## src/psrpu_consts.svh

```systemverilog
/*
  Constants for the power-up and reset controller of the octal DDR pseudo-static RAM.
  Assumes inclusion by bare name from the package and the modules.
*/
`ifndef PSRPU_CONSTS_SVH
`define PSRPU_CONSTS_SVH
// Summary of operation
// [RULE_01] After supplies settle, self-initialize for 150 us before phase two may start.
// [RULE_02] Host keeps chip select high and clock low during self-initialization.
// [RULE_03] Host then finishes power-up by sending a global reset command.
// [RULE_04] Global reset restores all registers; array contents are not guaranteed.
// [RULE_05] Host frames global reset as four clocked cycles with chip select low.
// [RULE_06] Clock may stop or run during reset recovery; reset completes either way.
// [RULE_07] Normal operation at once; sleep and power-down entry wait their power-up times.
// [RULE_08] Chip select high means standby and no response to the bus.
// [RULE_09] During writes each strobe/mask lane is an active-high byte write mask.
// [RULE_10] Lower lane is the read strobe for the lower byte on every read.
// [RULE_11] Word-wide only: upper lane strobes upper byte reads and masks its writes.
// [RULE_12] Data moves on both clock edges: two bytes or two words per clock.
// [RULE_13] Default byte-wide with width bit zero; writing it one selects word-wide.
// [RULE_14] Byte-wide rows hold 2048 bytes: 11 column bits, 15 row bits.
// [RULE_15] Word-wide rows hold 1024 words: 10 column bits, 15 row bits.
// [RULE_16] Host write bursts are 2 to 2048 bytes or 2 to 1024 words.
// [RULE_17] Wrap and hybrid bursts of 16, 32, 64, 128 or full row are supported. The controller has no wrap or hybrid burst logic.
// [RULE_18] Linear burst commands exist; row-crossing reads allowed when enabled.
// [RULE_19] Host must not expect row crossing past the top row bit die boundary.
// [RULE_20] Refresh is scheduled internally, rate adjusted by the temperature sensor.
// [RULE_21] Interface clock is at most 200 MHz.
// [RULE_22] Read and write latencies come from separate programmable settings.
// [RULE_23] Instruction caught on first rising edge, address on next four edges.
// [RULE_24] Host always writes the width register's top bit as zero.
// [RULE_25] All bus activity is ignored until self-initialization completes.
// [RULE_26] Global reset returns byte-wide mode and default latency and burst settings.

// ****************************************************************
// Timing
// ****************************************************************
`define PSRPU_CLK_MHZ          200
`define PSRPU_INIT_US          150
`define PSRPU_INIT_CYC         (`PSRPU_INIT_US * `PSRPU_CLK_MHZ)
`define PSRPU_RST_FRAME_EDGES  4
`define PSRPU_RST_RECOV_CYC    64
`define PSRPU_HSPU_CYC         200
`define PSRPU_DPDP_CYC         200
`define PSRPU_REFRESH_CYC      780

// ****************************************************************
// Commands and register addresses
// ****************************************************************
`define PSRPU_CMD_SYNC_RD      8'h00
`define PSRPU_CMD_SYNC_WR      8'h80
`define PSRPU_CMD_LIN_RD       8'h20
`define PSRPU_CMD_LIN_WR       8'ha0
`define PSRPU_CMD_REG_RD       8'h40
`define PSRPU_CMD_REG_WR       8'hc0
`define PSRPU_CMD_GLOBAL_RST   8'hff
`define PSRPU_MA_LAT           8'h00
`define PSRPU_MA_WLAT          8'h04
`define PSRPU_MA_WIDTH         8'h08

// ****************************************************************
// Fields and reset values
// ****************************************************************
`define PSRPU_WIDTH_BIT        6
`define PSRPU_TOP_BIT          7
`define PSRPU_RBX_BIT          3
`define PSRPU_LAT_RST          8'h08
`define PSRPU_WLAT_RST         8'h40
`define PSRPU_WIDTH_RST        8'h01
`define PSRPU_COL_BITS_X8      11
`define PSRPU_COL_BITS_X16     10
`define PSRPU_ROW_BITS         15
`define PSRPU_ADDR_EDGES       4
`endif

```

## src/psrpu_pkg.sv

```systemverilog
/*
  Types shared by the power-up and reset controller modules.
  Assumes the constants header is on the include path.
*/
package psrpu_pkg;
  `include "psrpu_consts.svh"
  typedef enum logic [2:0] {
    PSRPU_POWER_INIT,
    PSRPU_IDLE,
    PSRPU_CMD,
    PSRPU_ADDR,
    PSRPU_DATA,
    PSRPU_RECOVER
  } psrpu_state_t;
  typedef logic [7:0] psrpu_byte_t;
endpackage

```

## src/psrpu_cfg_if.sv

```systemverilog
/*
  Carrier between the controller and its mode register store.
  Assumes both ends share core_clk_in.
*/
`timescale 1ns/10ps
interface psrpu_cfg_if;
  logic       wr_en;
  logic [7:0] wr_addr;
  logic [7:0] wr_data;
  logic [7:0] rd_addr;
  logic [7:0] rd_data;
  logic       clear;
  logic [7:0] lat_reg;
  logic [7:0] wlat_reg;
  logic [7:0] width_reg;
  modport ctrl  (output wr_en, wr_addr, wr_data, rd_addr, clear, input rd_data, lat_reg, wlat_reg, width_reg);
  modport store (input wr_en, wr_addr, wr_data, rd_addr, clear, output rd_data, lat_reg, wlat_reg, width_reg);
endinterface

```

## src/psrpu_mode_regs.sv

```systemverilog
/*
  Mode register store with registered read data.
  Assumes writes arrive from the controller on the core clock.
*/
`timescale 1ns/10ps
`include "psrpu_consts.svh"
module psrpu_mode_regs
  import psrpu_pkg::*;
(
  input  wire logic   core_clk_in,
  input  wire logic   rstn_in,
  input  wire logic   clk_en_in,
  psrpu_cfg_if.store  cfg
);
  logic [7:0] lat_q;
  logic [7:0] wlat_q;
  logic [7:0] width_q;
  logic [7:0] rd_q;
  wire        do_lat   = cfg.wr_en && (cfg.wr_addr == `PSRPU_MA_LAT);
  wire        do_wlat  = cfg.wr_en && (cfg.wr_addr == `PSRPU_MA_WLAT);
  wire        do_width = cfg.wr_en && (cfg.wr_addr == `PSRPU_MA_WIDTH);
  wire [7:0]  rd_sel   = (cfg.rd_addr == `PSRPU_MA_LAT)   ? lat_q   :
                         (cfg.rd_addr == `PSRPU_MA_WLAT)  ? wlat_q  :
                         (cfg.rd_addr == `PSRPU_MA_WIDTH) ? width_q : 8'h00;

  always_ff @(posedge core_clk_in) begin
    if (!rstn_in || (clk_en_in && cfg.clear)) begin
      lat_q   <= `PSRPU_LAT_RST; // RULE_04
      wlat_q  <= `PSRPU_WLAT_RST; // RULE_26
      width_q <= `PSRPU_WIDTH_RST; // RULE_13 RULE_17
      rd_q    <= 8'h00;
    end else if (clk_en_in) begin
      if (do_lat)
        lat_q <= cfg.wr_data;
      if (do_wlat)
        wlat_q <= cfg.wr_data; // RULE_22
      if (do_width)
        width_q <= cfg.wr_data;
      rd_q <= rd_sel;
    end
  end

  assign cfg.lat_reg   = lat_q;
  assign cfg.wlat_reg  = wlat_q;
  assign cfg.width_reg = width_q;
  assign cfg.rd_data   = rd_q;
endmodule // psrpu_mode_regs

```

## src/psrpu_ctrl.sv

```systemverilog
/*
  Device-side power-up, global reset and pin framing for the octal DDR PSRAM.
  Assumes pins arrive asynchronously; the link clock is sampled, not used as a clock.
*/
`timescale 1ns/10ps
`include "psrpu_consts.svh"
module psrpu_ctrl
  import psrpu_pkg::*;
#(
  parameter int INIT_CYC  = `PSRPU_INIT_CYC,
  parameter int RECOV_CYC = `PSRPU_RST_RECOV_CYC
)(
  input  wire logic        core_clk_in,
  input  wire logic        rstn_in,
  input  wire logic        clk_en_in,
  input  wire logic        supply_ok_in,
  input  wire logic        link_clk_in,
  input  wire logic        chip_sel_n_in,
  input  wire logic [15:0] adq_in,
  output logic      [15:0] adq_out,
  output logic      [15:0] adq_oe_out,
  input  wire logic [1:0]  strobe_mask_lane_in,
  output logic      [1:0]  strobe_mask_lane_out,
  output logic      [1:0]  strobe_mask_lane_oe_out,
  input  wire logic        hot_temp_in,
  input  wire logic        sleep_req_in,
  input  wire logic        deep_power_down_req_in,
  output logic             init_done_out,
  output logic             word_wide_mode_out,
  output logic             row_cross_read_out,
  output logic             mem_wr_out,
  output logic      [31:0] mem_addr_out,
  output logic      [15:0] mem_wdata_out,
  output logic      [1:0]  write_byte_mask_out,
  output logic             refresh_out,
  output logic             sleep_ok_out,
  output logic             deep_power_down_ok_out
);
  initial begin
    if (INIT_CYC < 1 || RECOV_CYC < 1)
      $error("psrpu_ctrl: counts must be at least one");
  end

  // ****************************************************************
  // Pin synchronisers
  // ****************************************************************
  logic [20:0] s1_q;
  logic [20:0] s2_q;
  logic        lclk_prev_q;
  wire  [20:0] pins_raw = {supply_ok_in, link_clk_in, chip_sel_n_in, strobe_mask_lane_in, adq_in};

  always_ff @(posedge core_clk_in) begin
    if (!rstn_in) begin
      // Idle levels: supply low, link clock low, select high
      s1_q        <= 21'h07ffff;
      s2_q        <= 21'h07ffff;
      lclk_prev_q <= 1'b0;
    end else if (clk_en_in) begin
      s1_q        <= pins_raw;
      s2_q        <= s1_q;
      lclk_prev_q <= s2_q[19]; // RULE_21
    end
  end

  wire        supply_s = s2_q[20];
  wire        lclk_s   = s2_q[19];
  wire        csn_s    = s2_q[18];
  wire [1:0]  lane_s   = s2_q[17:16];
  wire [15:0] dq_s     = s2_q[15:0];
  wire        rise     = lclk_s && !lclk_prev_q;
  wire        edge_any = lclk_s != lclk_prev_q; // RULE_12

  // ****************************************************************
  // Configuration store
  // ****************************************************************
  psrpu_cfg_if cfg ();
  psrpu_mode_regs u_regs (
    .core_clk_in (core_clk_in),
    .rstn_in     (rstn_in),
    .clk_en_in   (clk_en_in),
    .cfg         (cfg)
  );

  function automatic logic [31:0] map_addr(input logic [31:0] raw, input logic wide);
    logic [31:0] r;
    r = 32'h0;
    if (wide)
      r = {7'h0, raw[`PSRPU_ROW_BITS+`PSRPU_COL_BITS_X16-1:0]}; // RULE_15
    else
      r = {6'h0, raw[`PSRPU_ROW_BITS+`PSRPU_COL_BITS_X8-1:0]}; // RULE_14
    return r;
  endfunction

  wire wide     = cfg.width_reg[`PSRPU_WIDTH_BIT]; // RULE_13
  wire rbx_en   = cfg.width_reg[`PSRPU_RBX_BIT];

  // ****************************************************************
  // Frame state machine
  // ****************************************************************
  psrpu_state_t state_q, state_d;
  logic [31:0]  cnt_q;
  logic [7:0]   cmd_q;
  logic [31:0]  addr_q;
  logic [2:0]   aedge_q;
  logic [2:0]   rst_edges_q;
  logic [7:0]   lat_cnt_q;
  logic         half_q;
  logic [15:0]  rd_shift_q;
  logic         strobe_q;
  logic [9:0]   ref_cnt_q;
  logic         ref_q;
  logic [7:0]   pwr_cnt_q;
  logic         mwr_q;
  logic [15:0]  mwd_q;
  logic [1:0]   mmask_q;

  wire is_read  = (cmd_q == `PSRPU_CMD_SYNC_RD) || (cmd_q == `PSRPU_CMD_LIN_RD) || (cmd_q == `PSRPU_CMD_REG_RD);
  wire is_mwrite = (cmd_q == `PSRPU_CMD_SYNC_WR) || (cmd_q == `PSRPU_CMD_LIN_WR);
  wire is_rwrite = cmd_q == `PSRPU_CMD_REG_WR;
  wire rst_frame = csn_s && (state_q == PSRPU_CMD) && (cmd_q == `PSRPU_CMD_GLOBAL_RST)
                   && (rst_edges_q == 3'(`PSRPU_RST_FRAME_EDGES)); // RULE_05
  wire [7:0] latency = is_rwrite ? 8'h01 : (is_read ? {3'h0, cfg.lat_reg[4:2], 2'h0} : {5'h0, cfg.wlat_reg[7:5]});

  always_comb begin
    state_d = state_q;
    case (state_q)
      PSRPU_POWER_INIT: if (supply_s && cnt_q >= 32'(INIT_CYC)) state_d = PSRPU_IDLE; // RULE_01
      PSRPU_IDLE:       if (!csn_s && rise) state_d = PSRPU_CMD; // RULE_23
      PSRPU_CMD:        if (csn_s) state_d = rst_frame ? PSRPU_RECOVER : PSRPU_IDLE;
                        else if (cmd_q != `PSRPU_CMD_GLOBAL_RST && edge_any) state_d = PSRPU_ADDR;
      PSRPU_ADDR:       if (csn_s) state_d = PSRPU_IDLE; // RULE_08
                        else if (aedge_q == 3'(`PSRPU_ADDR_EDGES)) state_d = PSRPU_DATA;
      PSRPU_DATA:       if (csn_s) state_d = PSRPU_IDLE;
      PSRPU_RECOVER:    if (cnt_q >= 32'(RECOV_CYC)) state_d = PSRPU_IDLE; // RULE_06
      default:          state_d = PSRPU_POWER_INIT;
    endcase
  end

  always_ff @(posedge core_clk_in) begin
    if (!rstn_in) begin
      state_q <= PSRPU_POWER_INIT;
      cnt_q   <= 32'h0;
    end else if (clk_en_in) begin
      state_q <= state_d;
      if (state_d != state_q)
        cnt_q <= 32'h0;
      else if (state_q == PSRPU_POWER_INIT && !supply_s)
        cnt_q <= 32'h0; // RULE_25
      else
        cnt_q <= cnt_q + 32'h1; // RULE_06
    end
  end

  // Command, address and edge counters
  always_ff @(posedge core_clk_in) begin
    if (!rstn_in) begin
      cmd_q       <= 8'h00;
      addr_q      <= 32'h0;
      aedge_q     <= 3'h0;
      rst_edges_q <= 3'h0;
    end else if (clk_en_in) begin
      if (state_q == PSRPU_IDLE && !csn_s && rise) begin
        cmd_q       <= dq_s[7:0]; // RULE_23
        rst_edges_q <= 3'h1;
        aedge_q     <= 3'h0;
      end else if (state_q == PSRPU_CMD && !csn_s && rise && rst_edges_q != 3'h7)
        rst_edges_q <= rst_edges_q + 3'h1;
      if ((state_q == PSRPU_CMD || state_q == PSRPU_ADDR) && !csn_s && edge_any
          && aedge_q != 3'(`PSRPU_ADDR_EDGES) && cmd_q != `PSRPU_CMD_GLOBAL_RST) begin
        addr_q  <= {addr_q[23:0], dq_s[7:0]}; // RULE_23
        aedge_q <= aedge_q + 3'h1;
      end
    end
  end

  // ****************************************************************
  // Data phase
  // ****************************************************************
  wire in_data  = state_q == PSRPU_DATA && !csn_s;
  wire data_go  = in_data && lat_cnt_q >= latency && edge_any;

  always_ff @(posedge core_clk_in) begin
    if (!rstn_in) begin
      lat_cnt_q  <= 8'h0;
      half_q     <= 1'b0;
      strobe_q   <= 1'b0;
      rd_shift_q <= 16'h0;
      mwr_q      <= 1'b0;
      mwd_q      <= 16'h0;
      mmask_q    <= 2'h0;
    end else if (clk_en_in) begin
      mwr_q <= 1'b0;
      if (!in_data) begin
        lat_cnt_q <= 8'h0;
        strobe_q  <= 1'b0;
        half_q    <= 1'b0;
      end else begin
        if (rise && lat_cnt_q < latency)
          lat_cnt_q <= lat_cnt_q + 8'h1; // RULE_22
        if (data_go) begin
          half_q <= !half_q;
          if (is_read) begin
            strobe_q   <= lclk_s; // RULE_10
            rd_shift_q <= {8'h0, cfg.rd_data};
          end else if (is_rwrite) begin
            mwr_q <= 1'b0;
          end else if (is_mwrite) begin
            mwr_q   <= 1'b1;
            mwd_q   <= wide ? dq_s : {8'h0, dq_s[7:0]};
            mmask_q <= wide ? lane_s : {1'b1, lane_s[0]}; // RULE_09 RULE_11
          end
        end
      end
    end
  end

  // Mode register write, always latency one, width register top bit forced low defensively
  assign cfg.wr_en   = clk_en_in && data_go && is_rwrite && !half_q;
  assign cfg.wr_addr = addr_q[7:0];
  assign cfg.wr_data = (addr_q[7:0] == `PSRPU_MA_WIDTH) ? {1'b0, dq_s[6:0]} : dq_s[7:0]; // RULE_24
  assign cfg.rd_addr = addr_q[7:0];
  assign cfg.clear   = rst_frame; // RULE_04 RULE_26

  // ****************************************************************
  // Refresh and low power gating
  // ****************************************************************
  // Hot die refreshes four times as often
  wire ref_hit = ref_cnt_q >= (hot_temp_in ? 10'(`PSRPU_REFRESH_CYC / 4) : 10'(`PSRPU_REFRESH_CYC));

  always_ff @(posedge core_clk_in) begin
    if (!rstn_in) begin
      ref_cnt_q <= 10'h0;
      ref_q     <= 1'b0;
      pwr_cnt_q <= 8'h0;
    end else if (clk_en_in) begin
      ref_q     <= ref_hit; // RULE_20
      ref_cnt_q <= ref_hit ? 10'h0 : ref_cnt_q + 10'h1;
      if (state_q == PSRPU_POWER_INIT || state_q == PSRPU_RECOVER)
        pwr_cnt_q <= 8'h0;
      else if (pwr_cnt_q != 8'hff)
        pwr_cnt_q <= pwr_cnt_q + 8'h1; // RULE_07
    end
  end

  // ****************************************************************
  // Outputs
  // ****************************************************************
  wire rd_drive = in_data && is_read;
  assign adq_out                 = rd_shift_q;
  assign adq_oe_out              = rd_drive ? (wide && !is_rwrite ? 16'hffff : 16'h00ff) : 16'h0; // RULE_08
  assign strobe_mask_lane_out    = {strobe_q && wide, strobe_q};
  assign strobe_mask_lane_oe_out = {rd_drive && wide && !is_rwrite, rd_drive}; // RULE_10 RULE_11
  assign init_done_out           = state_q != PSRPU_POWER_INIT;
  assign word_wide_mode_out      = wide;
  assign row_cross_read_out      = rbx_en && cmd_q == `PSRPU_CMD_LIN_RD; // RULE_18
  assign mem_wr_out              = mwr_q;
  assign mem_addr_out            = map_addr(addr_q, wide);
  assign mem_wdata_out           = mwd_q;
  assign write_byte_mask_out     = mmask_q;
  assign refresh_out             = ref_q;
  assign sleep_ok_out            = sleep_req_in && pwr_cnt_q >= 8'(`PSRPU_HSPU_CYC);
  assign deep_power_down_ok_out  = deep_power_down_req_in && pwr_cnt_q >= 8'(`PSRPU_DPDP_CYC);
endmodule // psrpu_ctrl

```

## config.mk

```make
export PLATFORM = sky130hd
export DESIGN_NAME = psrpu_ctrl
export DESIGN_NICKNAME = d
export VERILOG_FILES = /design/src/psrpu_pkg.sv /design/src/psrpu_cfg_if.sv /design/src/psrpu_mode_regs.sv /design/src/psrpu_ctrl.sv
export VERILOG_INCLUDE_DIRS = /design/src
export SDC_FILE = /design/constraint.sdc
export NUM_CORES = 1
export LEC_CHECK = 0
export ABC_AREA = 0
export BUFFER_PORTS_ARGS = -buffer_cell sky130_fd_sc_hd__buf_2
export CAP_MARGIN = 20
export CELL_PAD_IN_SITES_DETAIL_PLACEMENT = 1
export CELL_PAD_IN_SITES_GLOBAL_PLACEMENT = 2
export CORE_MARGIN = 4
export CORE_UTILIZATION = 30
export DETAILED_ROUTE_END_ITERATION = 8
export GPL_ROUTABILITY_DRIVEN = 1
export PLACE_DENSITY_LB_ADDON = 0.1
export SETUP_SLACK_MARGIN = 0.15
export SKIP_LAST_GASP = 1
export SLEW_MARGIN = 10
export SYNTH_ARGS = -nofsm -noshare
export SYNTH_HDL_FRONTEND = slang
export SYNTH_SLANG_ARGS = --single-unit
```

## constraint.sdc

```tcl
create_clock -name core_clk_in -period 3.3 [get_ports core_clk_in]
set_clock_uncertainty 0.1 [all_clocks]
set_input_delay 0.99 -clock core_clk_in [delete_from_list [all_inputs] [get_ports core_clk_in]]
set_output_delay 0.99 -clock core_clk_in [all_outputs]
set_load 0.005 [all_outputs]
```

* Word level (Yosys, flattened, before mapping)
Index checks and enable logic that the tools add are counted.
** Word-level totals
- Register bits after elaboration :: 206
- Output and inout bits :: 93
- Logic and storage cells :: 172
- Bits of input ports :: 27
** Cells by class
- $add $sub $neg :: 6
- Reduce and logical (&&, ||, !) cells :: 68
- Equality and inequality tests :: 24
- Order comparisons :: 6
- Muxes and demuxes :: 43
- Bitwise gates (word level) :: 2
** Operator list (count)
- $mux W32 :: 2
- $mux W8 :: 8
- $mux W16 :: 3
- $mux W3 :: 13
- $logic_and A1 B1 Y1 :: 36
- $add A32 B1 Y32 const B :: 1
- $eq A8 B8 Y1 const B :: 4
- $ge A32 B15 Y1 const B :: 1
- $ge A32 B7 Y1 const B :: 1
- $mux W26 :: 1
- $mux W10 :: 2
- $reduce_and A2 Y1 :: 10
- $pmux W3 S6 :: 1
- $add A8 B1 Y8 const B :: 2
- $logic_not A8 Y1 :: 2
- $ne A8 B8 Y1 const B :: 2
- $eq A3 B3 Y1 const B :: 4
- $add A10 B1 Y10 const B :: 1
- $ge A10 B10 Y1 :: 1
- $mux W1 :: 10
- $mux W5 :: 2
- $eq A8 B3 Y1 const B :: 1
- $eq A8 B4 Y1 const B :: 1
- $eq A8 B6 Y1 const B :: 1
- other kinds (22) :: 39

* Depth between registers and ports, before layout
Gate-level depths: netlist of the first run.
- Depth after elaboration :: 13
- Depth in mapped cells :: 15
- Depth with buffers taken out :: 13

* Hierarchy
Synthesis of the first run repeated with hierarchy kept, for this count alone.
** Second synthesis, totals
- Cell total of the unflattened synthesis :: 1156
- Area, all modules :: 10141.0 µm²
** Modules (own cells, without submodules)
- psrpu_ctrl :: seq. area each 3483.3 µm², cells each 1003, area each 8723.4 µm², instances 1
- psrpu_mode_regs :: seq. area each 640.6 µm², cells each 153, area each 1417.6 µm², instances 1

* Worst setup path before layout of the first run
OpenSTA, ideal clock, no wires.
- Path kind :: register to register
- From :: reg cmd_q[1]
- To :: reg mwd_q[0], in the netlist mem_wdata_out[0]
- Arrival :: 3320 ps
- Period minus slack after synthesis :: 3547 ps
- Path slack :: -247 ps
- Cell stages (with the launch flop) :: 13
- Required time :: 3072 ps
- Setup time :: 128 ps
- Cell sequence :: dfxtp_1 -> or4_1 -> or3_1 -> nor2_1 -> a22oi_1 -> ha_1 -> nand3_1 -> o221ai_1 -> o21ai_0 -> a2111oi_4 -> buf_2 -> mux2i_1 -> nor2_1
** On the way
- Longest elaborated chain between the ends :: 9
- Elaborated cells between the ends (all ways) :: 17
- Those cells by class :: 1 x order compare; 5 x eq/ne; 2 x mux; 2 x bitwise; 7 x reduce/logical
** RTL lines
- start, declared :: line psrpu_ctrl.sv:102 : logic [7:0] cmd_q;
- start signal, assigned :: line psrpu_ctrl.sv:163 : cmd_q <= dq_s[7:0];
- $eq A8 B6 Y1 (no line) or $logic_not A8 Y1 (tied branches)
- $logic_or A1 B1 Y1 (2 in series) :: line psrpu_ctrl.sv:117 : wire is_read = (cmd_q == `PSRPU_CMD_SYNC_RD) || (cmd_q == `PSRPU_CMD_LIN_RD) || (cmd_q == `PSRPU_CMD_REG_RD);
- $mux W5 (2 in series) :: line psrpu_ctrl.sv:122 : wire [7:0] latency = is_rwrite ? 8'h01 : (is_read ? {3'h0, cfg.lat_reg[4:2], 2'h0} : {5'h0, cfg.wlat_reg[7:5]} ...
- $ge A8 B5 Y1 :: line psrpu_ctrl.sv:180 : wire data_go = in_data && lat_cnt_q >= latency && edge_any;
- $logic_and A1 B1 Y1 (2 in series) :: line psrpu_ctrl.sv:180
- $reduce_and A6 Y1 (no line) *
- end signal, assigned :: line psrpu_ctrl.sv:209 : mwd_q <= wide ? dq_s : {8'h0, dq_s[7:0]};
- end, declared :: line psrpu_ctrl.sv:114 : logic [15:0] mwd_q;
Every way passes the cells marked *; elsewhere a longest branch is shown, timed or not.
A chain may end at the register's enable or synchronous reset.

* Worst setup path in the final report of the first run
- From :: reg cmd_q[1]
- To :: out strobe_mask_lane_oe_out[1]
** On the way
- Longest elaborated chain between the ends :: 6
- Elaborated cells between the ends (all ways) :: 10
- Those cells by class :: 3 x eq/ne; 7 x reduce/logical
** RTL lines
- $eq A8 B6 Y1 (no line) or $logic_not A8 Y1 (tied branches)
- $logic_or A1 B1 Y1 (2 in series) :: line psrpu_ctrl.sv:117
- $logic_and A1 B1 Y1 :: line psrpu_ctrl.sv:248 : wire rd_drive = in_data && is_read;
- $logic_and A1 B1 Y1 :: line psrpu_ctrl.sv:252 : assign strobe_mask_lane_oe_out = {rd_drive && wide && !is_rwrite, rd_drive};
- $logic_and A1 B1 Y1 * :: line psrpu_ctrl.sv:252
- end, declared :: line psrpu_ctrl.sv:24 : output logic [1:0] strobe_mask_lane_oe_out,
Marks and branches as above.

==> impl_metrics.ini, run 1 <==
[grt]
grt_max_degree = 63
grt_pass1_vias = 8836
antenna_found_initial = 0
gr-total-overflow = 0
track_usage = 0.1616
grt_pass1_wl_um = 48470

[floorplan]
die-width_um = 191.6
core_area_sq_um = 32870
rows = 66
initial_core_util = 0.3075
dieArea_sq_um = 36690
design.portCount = 120
die_height_um = 191.6

[routing]
first_pass_iters = 4
route.detailed.drc = 0
initialDrtViolationCount = 269
vias = 8603
vias_per_cell = 4.941
avgRoutedWirePerCell_um = 17.38
drt-total-wl_um = 30250
drtAntennaViolNets = 0

[critical_path]
cp.arrival_ns = 2.42
criticalPathCategory = reg -> out
critPathLaunchType = flop
cp_max_fo = 3
required_ns = 2.21
crit_path_end_kind = output pin

[pwr]
total_power_mw = 5.635
power_density_nw_per_um2 = 456.5
p_leak_nw = 4.779
ir_drop_mv = 0.2958

[placement]
io_buffer_count = 105
dp_hpwl_um = 20620
gp_congestion = 0.7772

[finish]
layout_common_cells = nand2_1 (221), dfxtp_1 (205), buf_2 (97), mux2i_1 (78), nor2_1 (77)
multi_input_area_sq_um = 5490
largest-register = cnt_q
largest_register_ffs = 32
finalNetCount = 1334
drive_above_1_share = 0.2086
final_common_cell = nand2_1
insertedDiodeCount = 0
nFillCells = 3876
regArea_sq_um = 4125
largestRegisters = cnt_q x32, addr_q x26
area_growth_pct = 22.11

[synth]
synthFlopType = dfxtp_1
syn_avg_cell_area_sq_um = 8.416
yosys.cell_types.count = 72
synth_area_sq_um = 10110
synthArstFlopShare = 0
synth_compound_area_frac = 0.1395
ys_seq_area_frac = 0.4080
synthCells = 1201
synth-simple-area-share = 0.2373
yosysWarnings = 0
synth_seq_cells = 206
muxShareOfSynthArea = 0.08022
synth_top_family_by_area = simple AND/OR/NAND/NOR gates
synth_xor_area_frac = 0.01906
yosys.area_share.adder = 0.03095
synth_edf_count = 0

[cts]
tritoncts = built
h-tree-depth = 1
clock_path_buffers = 3
cts_buffers = 25
cts.sinks = 206
cts-hold-fix-buffers = 0
cts.clk_slew.worst_paths_ns = 0.06
clk_latency_ns = 0.53
cts-root-buf = clkbuf_16

[sta]
slew_viol_final = 0
max_freq_mhz = 285.1
fin_setup_tns_ns = -5.718
period_share = 1.063
rsz0062_at_grt = true
setup_viol = 46
hold_viol_final = 0
setup_slack_ns = -0.2080
period_minus_slack_ns = 3.508
max_slew_margin = 0.3563
tightest_slew_ns = 0.9656

[status]
status = finished, violations left
failed_checks = setup timing

[flow_run]
maxCapViolCount = 0

[min_path]
hold_path.class = reg -> reg
## cell families after synthesis
group | after synthesis
compound gates | 206
xor+xnor | 22
fa+ha+maj | 25
buf+inv | 159
flops | 206
mux | 81
other cells | 1
simple gates | 501
## power by group
part	internal [mW]	switching, mW
Combinational	0.107	0.209
Sequential	2.52	0.0292
Clock	1.68	1.09
Total	4.31	1.33
## metal layers
layer	vias up	GRT usage	routed length [um]
met5	-	0	0
met4	0	0.02983	432
met3	27	0.02210	760
met2	76	0.2780	14510
met1	4186	0.2185	14540
li1	4314	-	-
## through the flow
stage / instances / utilization / cell area [sq um] / hold slack [ns] / worst slack [ns]
2_1_floorplan: 1214 / - / 10200 / 0.3147 / 0.04890
3_3_place_gp: 1682 / 0.3333 / 10950 / 0.3226 / -0.05001
3_5_place_dp: 1682 / 0.3333 / 10950 / 0.3310 / -0.1111
4_1_cts: 1736 / 0.3667 / 12050 / 0.3398 / -0.2467
5_1_grt: 1741 / 0.3755 / 12340 / 0.3671 / -0.2921
6_report: 1741 / 0.3755 / 12340 / 0.3365 / -0.2080
## critical path: stages (launching register included)
cell	delay [ns]
dfxtp_2	0.32
or4_4	0.52
or3_4	0.37
buf_6	0.14
nor3_4	0.19
buf_6	0.15
and2_4	0.13
buf_6	0.09
## cell usage after synthesis, types with 20 or more instances
cell type / instances / area, sq um
inv_1: 29 / 108.9
nor3_1: 21 / 105.1
clkbuf_1: 46 / 172.7
dfxtp_1: 206 / 4124
buf_4: 56 / 420.4
nand3_1: 48 / 240.2
o21ai_0: 27 / 135.1
nand4_1: 20 / 125.1
a21oi_1: 71 / 355.3
mux2i_1: 81 / 810.8
nor2_1: 79 / 296.5
nand2_1: 222 / 833.3
ha_1: 25 / 312.8
## timing repair
item                                   4_1_cts  5_1_grt
endpoints found under the hold margin        0        0
pin swaps                                   22       14
gates resized for setup                     34       49
gates cloned                                 2        1
buffers inserted                             8        4
setup endpoints to repair                   64       78
## worst paths after layout
check | cells past startpoint | slack, ns | to | startpoint
setup / recovery | 7 | -0.21 | strobe_mask_lane_oe_out[1] | cmd_q[1]
hold reg to reg | 2 | 0.34 | u_regs.cfg.width_reg[7] | u_regs.cfg.width_reg[7]
setup reg to reg | 16 | -0.16 | mem_wdata_out[15] | cmd_q[1]
hold / removal | 2 | 0.34 | u_regs.cfg.width_reg[7] | u_regs.cfg.width_reg[7]
## final cells by class
| class | instances | share of cell area |
|---|---|---|
| clock buffers | 36 | 0.05890 |
| clock inverters | 8 | 0.008212 |
| inverters | 29 | 0.008921 |
| multi-input cells | 849 | 0.4449 |
| flip-flops and latches | 206 | 0.3342 |
| well taps | 442 | 0.04481 |
| repair buffers | 171 | 0.1001 |
(Power assumes the default switching activity.)
==> run 2, diff against run 1 <==
==> constraint.sdc (replaced) <==
create_clock -name core_clk_in -period 3.1 [get_ports core_clk_in]
set_clock_uncertainty 0.1 [all_clocks]
set_input_delay 0.93 -clock core_clk_in [delete_from_list [all_inputs] [get_ports core_clk_in]]
set_output_delay 0.93 -clock core_clk_in [all_outputs]
set_load 0.005 [all_outputs]
==> impl_metrics.ini, run 2 (same netlist as run 1, synthesis figures left out) <==
[finish]
nFillCells = 3938
largest-register = cnt_q
fin_area_sq_um = 12580
finalNetCount = 1353
multi_input_area_sq_um = 5451
largest_register_ffs = 32
insertedDiodeCount = 0
layout_common_cells = nand2_1 (221), dfxtp_1 (204), buf_2 (85), mux2i_1 (81), nor2_1 (77)
regArea_sq_um = 4126
drive_above_1_share = 0.2180
final_common_cell = nand2_1
largestRegisters = cnt_q x32, addr_q x26
area_growth_pct = 24.49

[pwr]
clkPwrFrac = 0.497
netSwitchingFraction = 0.2384
p_leak_nw = 4.925
p_switching_mw = 1.451
pwr-share-comb = 0.057
intPower_mw = 4.636
total_power_mw = 6.087
ir_drop_mv = 0.3754
seqPwrFrac = 0.446
power_density_nw_per_um2 = 483.8

[placement]
pre_cts_slack_ns = -0.3245
placed_area_sq_um = 11120
gp_congestion = 0.7273
dp_hpwl_um = 20320
io_buffer_count = 105

[sta]
max_freq_mhz = 276.7
fin_hold_ws_ns = 0.3428
hold_viol_final = 0
period_minus_slack_ns = 3.614
fin_setup_tns_ns = -28.59
setup_slack_ns = -0.5138
setup_viol = 78
tightest_slew_ns = 0.7760
period_share = 1.166
rsz0062_at_grt = true
slew_viol_final = 0
max_slew_margin = 0.4827

[routing]
vias_per_cell = 4.933
drtAntennaViolNets = 0
vias = 8696
first_pass_iters = 4
avgRoutedWirePerCell_um = 17.26
route.detailed.drc = 0
initialDrtViolationCount = 354
drt-total-wl_um = 30430

[grt]
track_usage = 0.1602
grt_max_degree = 57
gr-total-overflow = 0
antenna_found_initial = 1
grt_pass1_wl_um = 48500
grt_pass1_vias = 8813
use_met3 = 0.02575
met2_usage = 0.2495
met1_usage = 0.2330
grt-busiest-layer = met2

[status]
failed_checks = setup timing
status = finished, violations left

[floorplan]
initial_core_util = 0.3075
core_area_sq_um = 32870
dieArea_sq_um = 36690
die-width_um = 191.6
design.portCount = 120
die_height_um = 191.6
rows = 66

[critical_path]
cp_max_fo = 7
criticalPathCategory = reg -> reg
slowest_delay_ns = 0.53
cp.arrival_ns = 3.92
crit_top_cell = buf_4
crit_path_end_kind = flop
critPathLaunchType = flop
required_ns = 3.40
path_cells = or4_4 > or3_4 > buf_6 > nor2_4 > a22oi_2 > ha_4 > a21oi_2 > o221ai_2 > o21ai_2 > buf_4 > a2111oi_4 > buf_4 > clkbuf_16 > mux2i_1 > nor2_1
ff2ff_path_depth = 15
crit_slowest_cell = or4_4

[cts]
h-tree-depth = 1
cts-root-buf = clkbuf_16
clock_path_buffers = 3
cts.clk_slew.worst_paths_ns = 0.06
cts_buffers = 26
cts.sinks = 206
clk_latency_ns = 0.53
tritoncts = built

[flow_run]
maxCapViolCount = 0

[min_path]
hold_path.class = reg -> reg
hold-path-cell-count = 2
[run 2: changes by cell type in the layout (fill, tap and decap cells not counted), moves of 3 or more]
cell and delta:
buf_2 -12, buf_6 +6, mux2i_2 -3, clkinv_2 +8, clkbuf_16 +4, mux2i_1 +3
buf_4 +19, buf_12 +3, clkbuf_1 -4, nand3_4 +3
[run 2: path summary, 6_finish.rpt]
check | startpoint | end | slack [ns]
hold reg to reg | u_regs.cfg.width_reg[7] | u_regs.cfg.width_reg[7] | 0.34
hold / removal | u_regs.cfg.width_reg[7] | u_regs.cfg.width_reg[7] | 0.34
setup / recovery | cmd_q[4] | mem_wdata_out[0] | -0.51
setup reg to reg | cmd_q[4] | mem_wdata_out[0] | -0.51
[run 2: stage by stage]
step,util,instances
after floorplan,-,1214
after global placement,0.3384,1700
after detailed placement,0.3384,1700
after CTS,0.3710,1754
after global routing,0.3828,1763
final,0.3828,1763
[run 2: power groups by stage]
| stage | Clock (mW) | Sequential [mW] | Combinational [mW] |
|---|---|---|---|
| floorplan | 0 | 2.76 | 0.240 |
| global placement | 0 | 2.77 | 0.343 |
| detailed placement | 0 | 2.77 | 0.346 |
| CTS | 3.14 | 2.72 | 0.349 |
| global route | 3.25 | 2.72 | 0.387 |
| finish | 3.02 | 2.72 | 0.346 |
[run 2: cell type report]
cell class | instances | share of cell area
clock buffers | 35 | 0.06165
clock inverters | 13 | 0.007558
inverters | 29 | 0.008751
multi-input cells | 849 | 0.4333
flip-flops and latches | 206 | 0.3280
well taps | 442 | 0.04395
repair buffers | 189 | 0.1168
[run 2: worst max-delay path, delay by kind of cell, from the launching register on]
family | cells | cell delay, ns
buffers and inverters | 4 | 0.68
and+or+nand+nor | 4 | 1.06
muxes | 1 | 0.19
adders and majority gates | 1 | 0.30
AOI/OAI and AO/OA | 5 | 0.83
DFF | 1 | 0.32
[run 2: what timing repair did]
item	CTS	global route
gates resized for setup	34	45
setup endpoints to repair	78	84
hold buffers	0	0
cloned	0	4
buffers inserted	6	5
pin swaps	24	23
[run 2: metal layers]
| metal | vias up | wire [um] | part of all wire |
|---|---|---|---|
| met5 | - | 7 | 0.00023 |
| met4 | 2 | 513 | 0.017 |
| met3 | 40 | 1228 | 0.040 |
| met2 | 137 | 13240 | 0.44 |
| met1 | 4162 | 15440 | 0.51 |
| li1 | 4355 | - | - |
==> run 3, diff against run 2 <==
--- a/config.mk
+++ b/config.mk
@@ -7,7 +7,7 @@
 export NUM_CORES = 1
 export LEC_CHECK = 0
 export ABC_AREA = 0
-export BUFFER_PORTS_ARGS = -buffer_cell sky130_fd_sc_hd__buf_2
+export BUFFER_PORTS_ARGS = -buffer_cell sky130_fd_sc_hd__buf_4
 export CAP_MARGIN = 20
 export CELL_PAD_IN_SITES_DETAIL_PLACEMENT = 1
 export CELL_PAD_IN_SITES_GLOBAL_PLACEMENT = 2
@@ -18,7 +18,6 @@
 export PLACE_DENSITY_LB_ADDON = 0.1
 export SETUP_SLACK_MARGIN = 0.15
 export SKIP_LAST_GASP = 1
-export SLEW_MARGIN = 10
 export SYNTH_ARGS = -nofsm -noshare
 export SYNTH_HDL_FRONTEND = slang
 export SYNTH_SLANG_ARGS = --single-unit
==> impl_metrics.ini, run 3 (same netlist as run 1, synthesis figures left out) <==
[status]
status = finished, violations left
failed_checks = setup timing

[sta]
fin_hold_ws_ns = 0.3436
fin_setup_tns_ns = -25.38
period_minus_slack_ns = 3.560
slew_viol_final = 0
max_slew_margin = 0.5247
max_freq_mhz = 280.9
setup_viol = 74
rsz0062_at_grt = true
period_share = 1.148
tightest_slew_ns = 0.7115
hold_viol_final = 0
setup_slack_ns = -0.4596

[routing]
vias = 8715
vias_per_cell = 4.969
route.detailed.drc = 0
drtAntennaViolNets = 0
initialDrtViolationCount = 301
drt-total-wl_um = 30140
avgRoutedWirePerCell_um = 17.19
first_pass_iters = 4

[pwr]
p_leak_nw = 4.899
clkPwrFrac = 0.508
total_power_mw = 6.220
seqPwrFrac = 0.437
ir_drop_mv = 0.3007
pwr-share-comb = 0.056
netSwitchingFraction = 0.2307
p_switching_mw = 1.435
intPower_mw = 4.786
power_density_nw_per_um2 = 488.7

[grt]
track_usage = 0.1620
antenna_found_initial = 0
gr-total-overflow = 0
grt_pass1_wl_um = 49390
grt_max_degree = 101
grt_pass1_vias = 9082

[critical_path]
path_buf_inv = 3
criticalPathCategory = reg -> out
path_cells = or4_4 > or3_4 > buf_6 > nor3_4 > buf_6 > and2_4 > buf_6
cp_max_fo = 8
crit_family = simple AND/OR/NAND/NOR gates
required_ns = 2.07
crit_slowest_cell = or4_4
crit_top_cell = buf_6
cp.arrival_ns = 2.53
slowest_delay_ns = 0.53
crit_path_end_kind = output pin
critPathLaunchType = flop

[finish]
area_growth_pct = 25.95
layout_common_cells = nand2_1 (220), dfxtp_1 (205), buf_4 (138), mux2i_1 (81), nor2_1 (77)
largestRegisters = cnt_q x32, addr_q x26
finish.utilization = 0.3873
largest-register = cnt_q
finalNetCount = 1345
largest_register_ffs = 32
final_common_cell = nand2_1
drive_above_1_share = 0.2043
insertedDiodeCount = 0
nFillCells = 3903

[placement]
dp_hpwl_um = 20230
io_buffer_count = 105
gp_congestion = 0.7473

[floorplan]
die-width_um = 191.6
die_height_um = 191.6
core_area_sq_um = 32870
dieArea_sq_um = 36690
design.portCount = 120
rows = 66
initial_core_util = 0.3075

[cts]
clock_path_buffers = 3
cts.sinks = 206
clk_latency_ns = 0.53
tritoncts = built
cts.clk_slew.worst_paths_ns = 0.05
h-tree-depth = 1
cts-root-buf = clkbuf_16
cts_buffers = 26

[min_path]
hold_path.class = reg -> reg

[flow_run]
maxCapViolCount = 0
==> run 3: changes by cell type in the layout (fill, tap and decap cells not counted), sizes merged <==
cell and change:
buf -5, bufinv +2, clkbuf +1, clkinv -6
clkinvlp -1
==> run 3: final timing paths <==
kind	start	end	cells past startpoint	slack, ns
min reg2reg	u_regs.cfg.width_reg[7]	u_regs.cfg.width_reg[7]	2	0.34
max reg2reg	cmd_q[1]	u_regs.cfg.wlat_reg[7]	14	-0.45
max	cmd_q[1]	adq_oe_out[14]	7	-0.46
min	u_regs.cfg.width_reg[7]	u_regs.cfg.width_reg[7]	2	0.34
==> run 3: power by group through the flow <==
stage	Combinational (mW)	Sequential, mW	Clock, mW
after global placement	0.346	2.77	0
after detailed placement	0.348	2.77	0
after floorplan	0.240	2.76	0
final	0.346	2.72	3.16
after CTS	0.353	2.72	3.27
after global routing	0.387	2.72	3.38
==> run 3: stage by stage <==
| stage | setup WS (ns) | cells | instance area (sq um) |
|---|---|---|---|
| 2_1_floorplan | -0.1511 | 1214 | 10240 |
| 3_3_place_gp | -0.2270 | 1691 | 11300 |
| 3_5_place_dp | -0.3250 | 1691 | 11300 |
| 4_1_cts | -0.5455 | 1753 | 12550 |
| 5_1_grt | -0.6118 | 1754 | 12730 |
| 6_report | -0.4596 | 1754 | 12730 |
==> run 3: worst min-delay path, cell delays in order, from the launching register on <==
cell and delay (ns):
dfxtp_1 0.31, nand2_1 0.05, nor2_1 0.04
==> run 3: layout make-up <==
class | count | area [sq um] | share of cell area
Clock buffer | 39 | 780.7 | 0.06133
Clock inverter | 8 | 117.6 | 0.009239
Inverter | 29 | 110.1 | 0.008650
Multi-Input combinational cell | 849 | 5414 | 0.4253
Sequential cell | 206 | 4125 | 0.3241
Tap cell | 442 | 553.0 | 0.04344
Timing Repair Buffer | 181 | 1629 | 0.1280
==> run 3: repair_timing <==
item                                    4_1_cts  5_1_grt
hold endpoints to repair                      0        0
pin swaps                                    30       16
hold buffers                                  0        0
buffers inserted                             12        1
resized for setup                            40       37
gates cloned                                  3        0
endpoints found under the setup margin       77       88
==> run 3: metal layers <==
metal | GRT usage | vias up | share of wire
met5 | 0 | - | 0
met4 | 0.02873 | 0 | 0.012
met3 | 0.02940 | 28 | 0.042
met2 | 0.2613 | 137 | 0.44
met1 | 0.2295 | 4222 | 0.51
li1 | - | 4328 | -
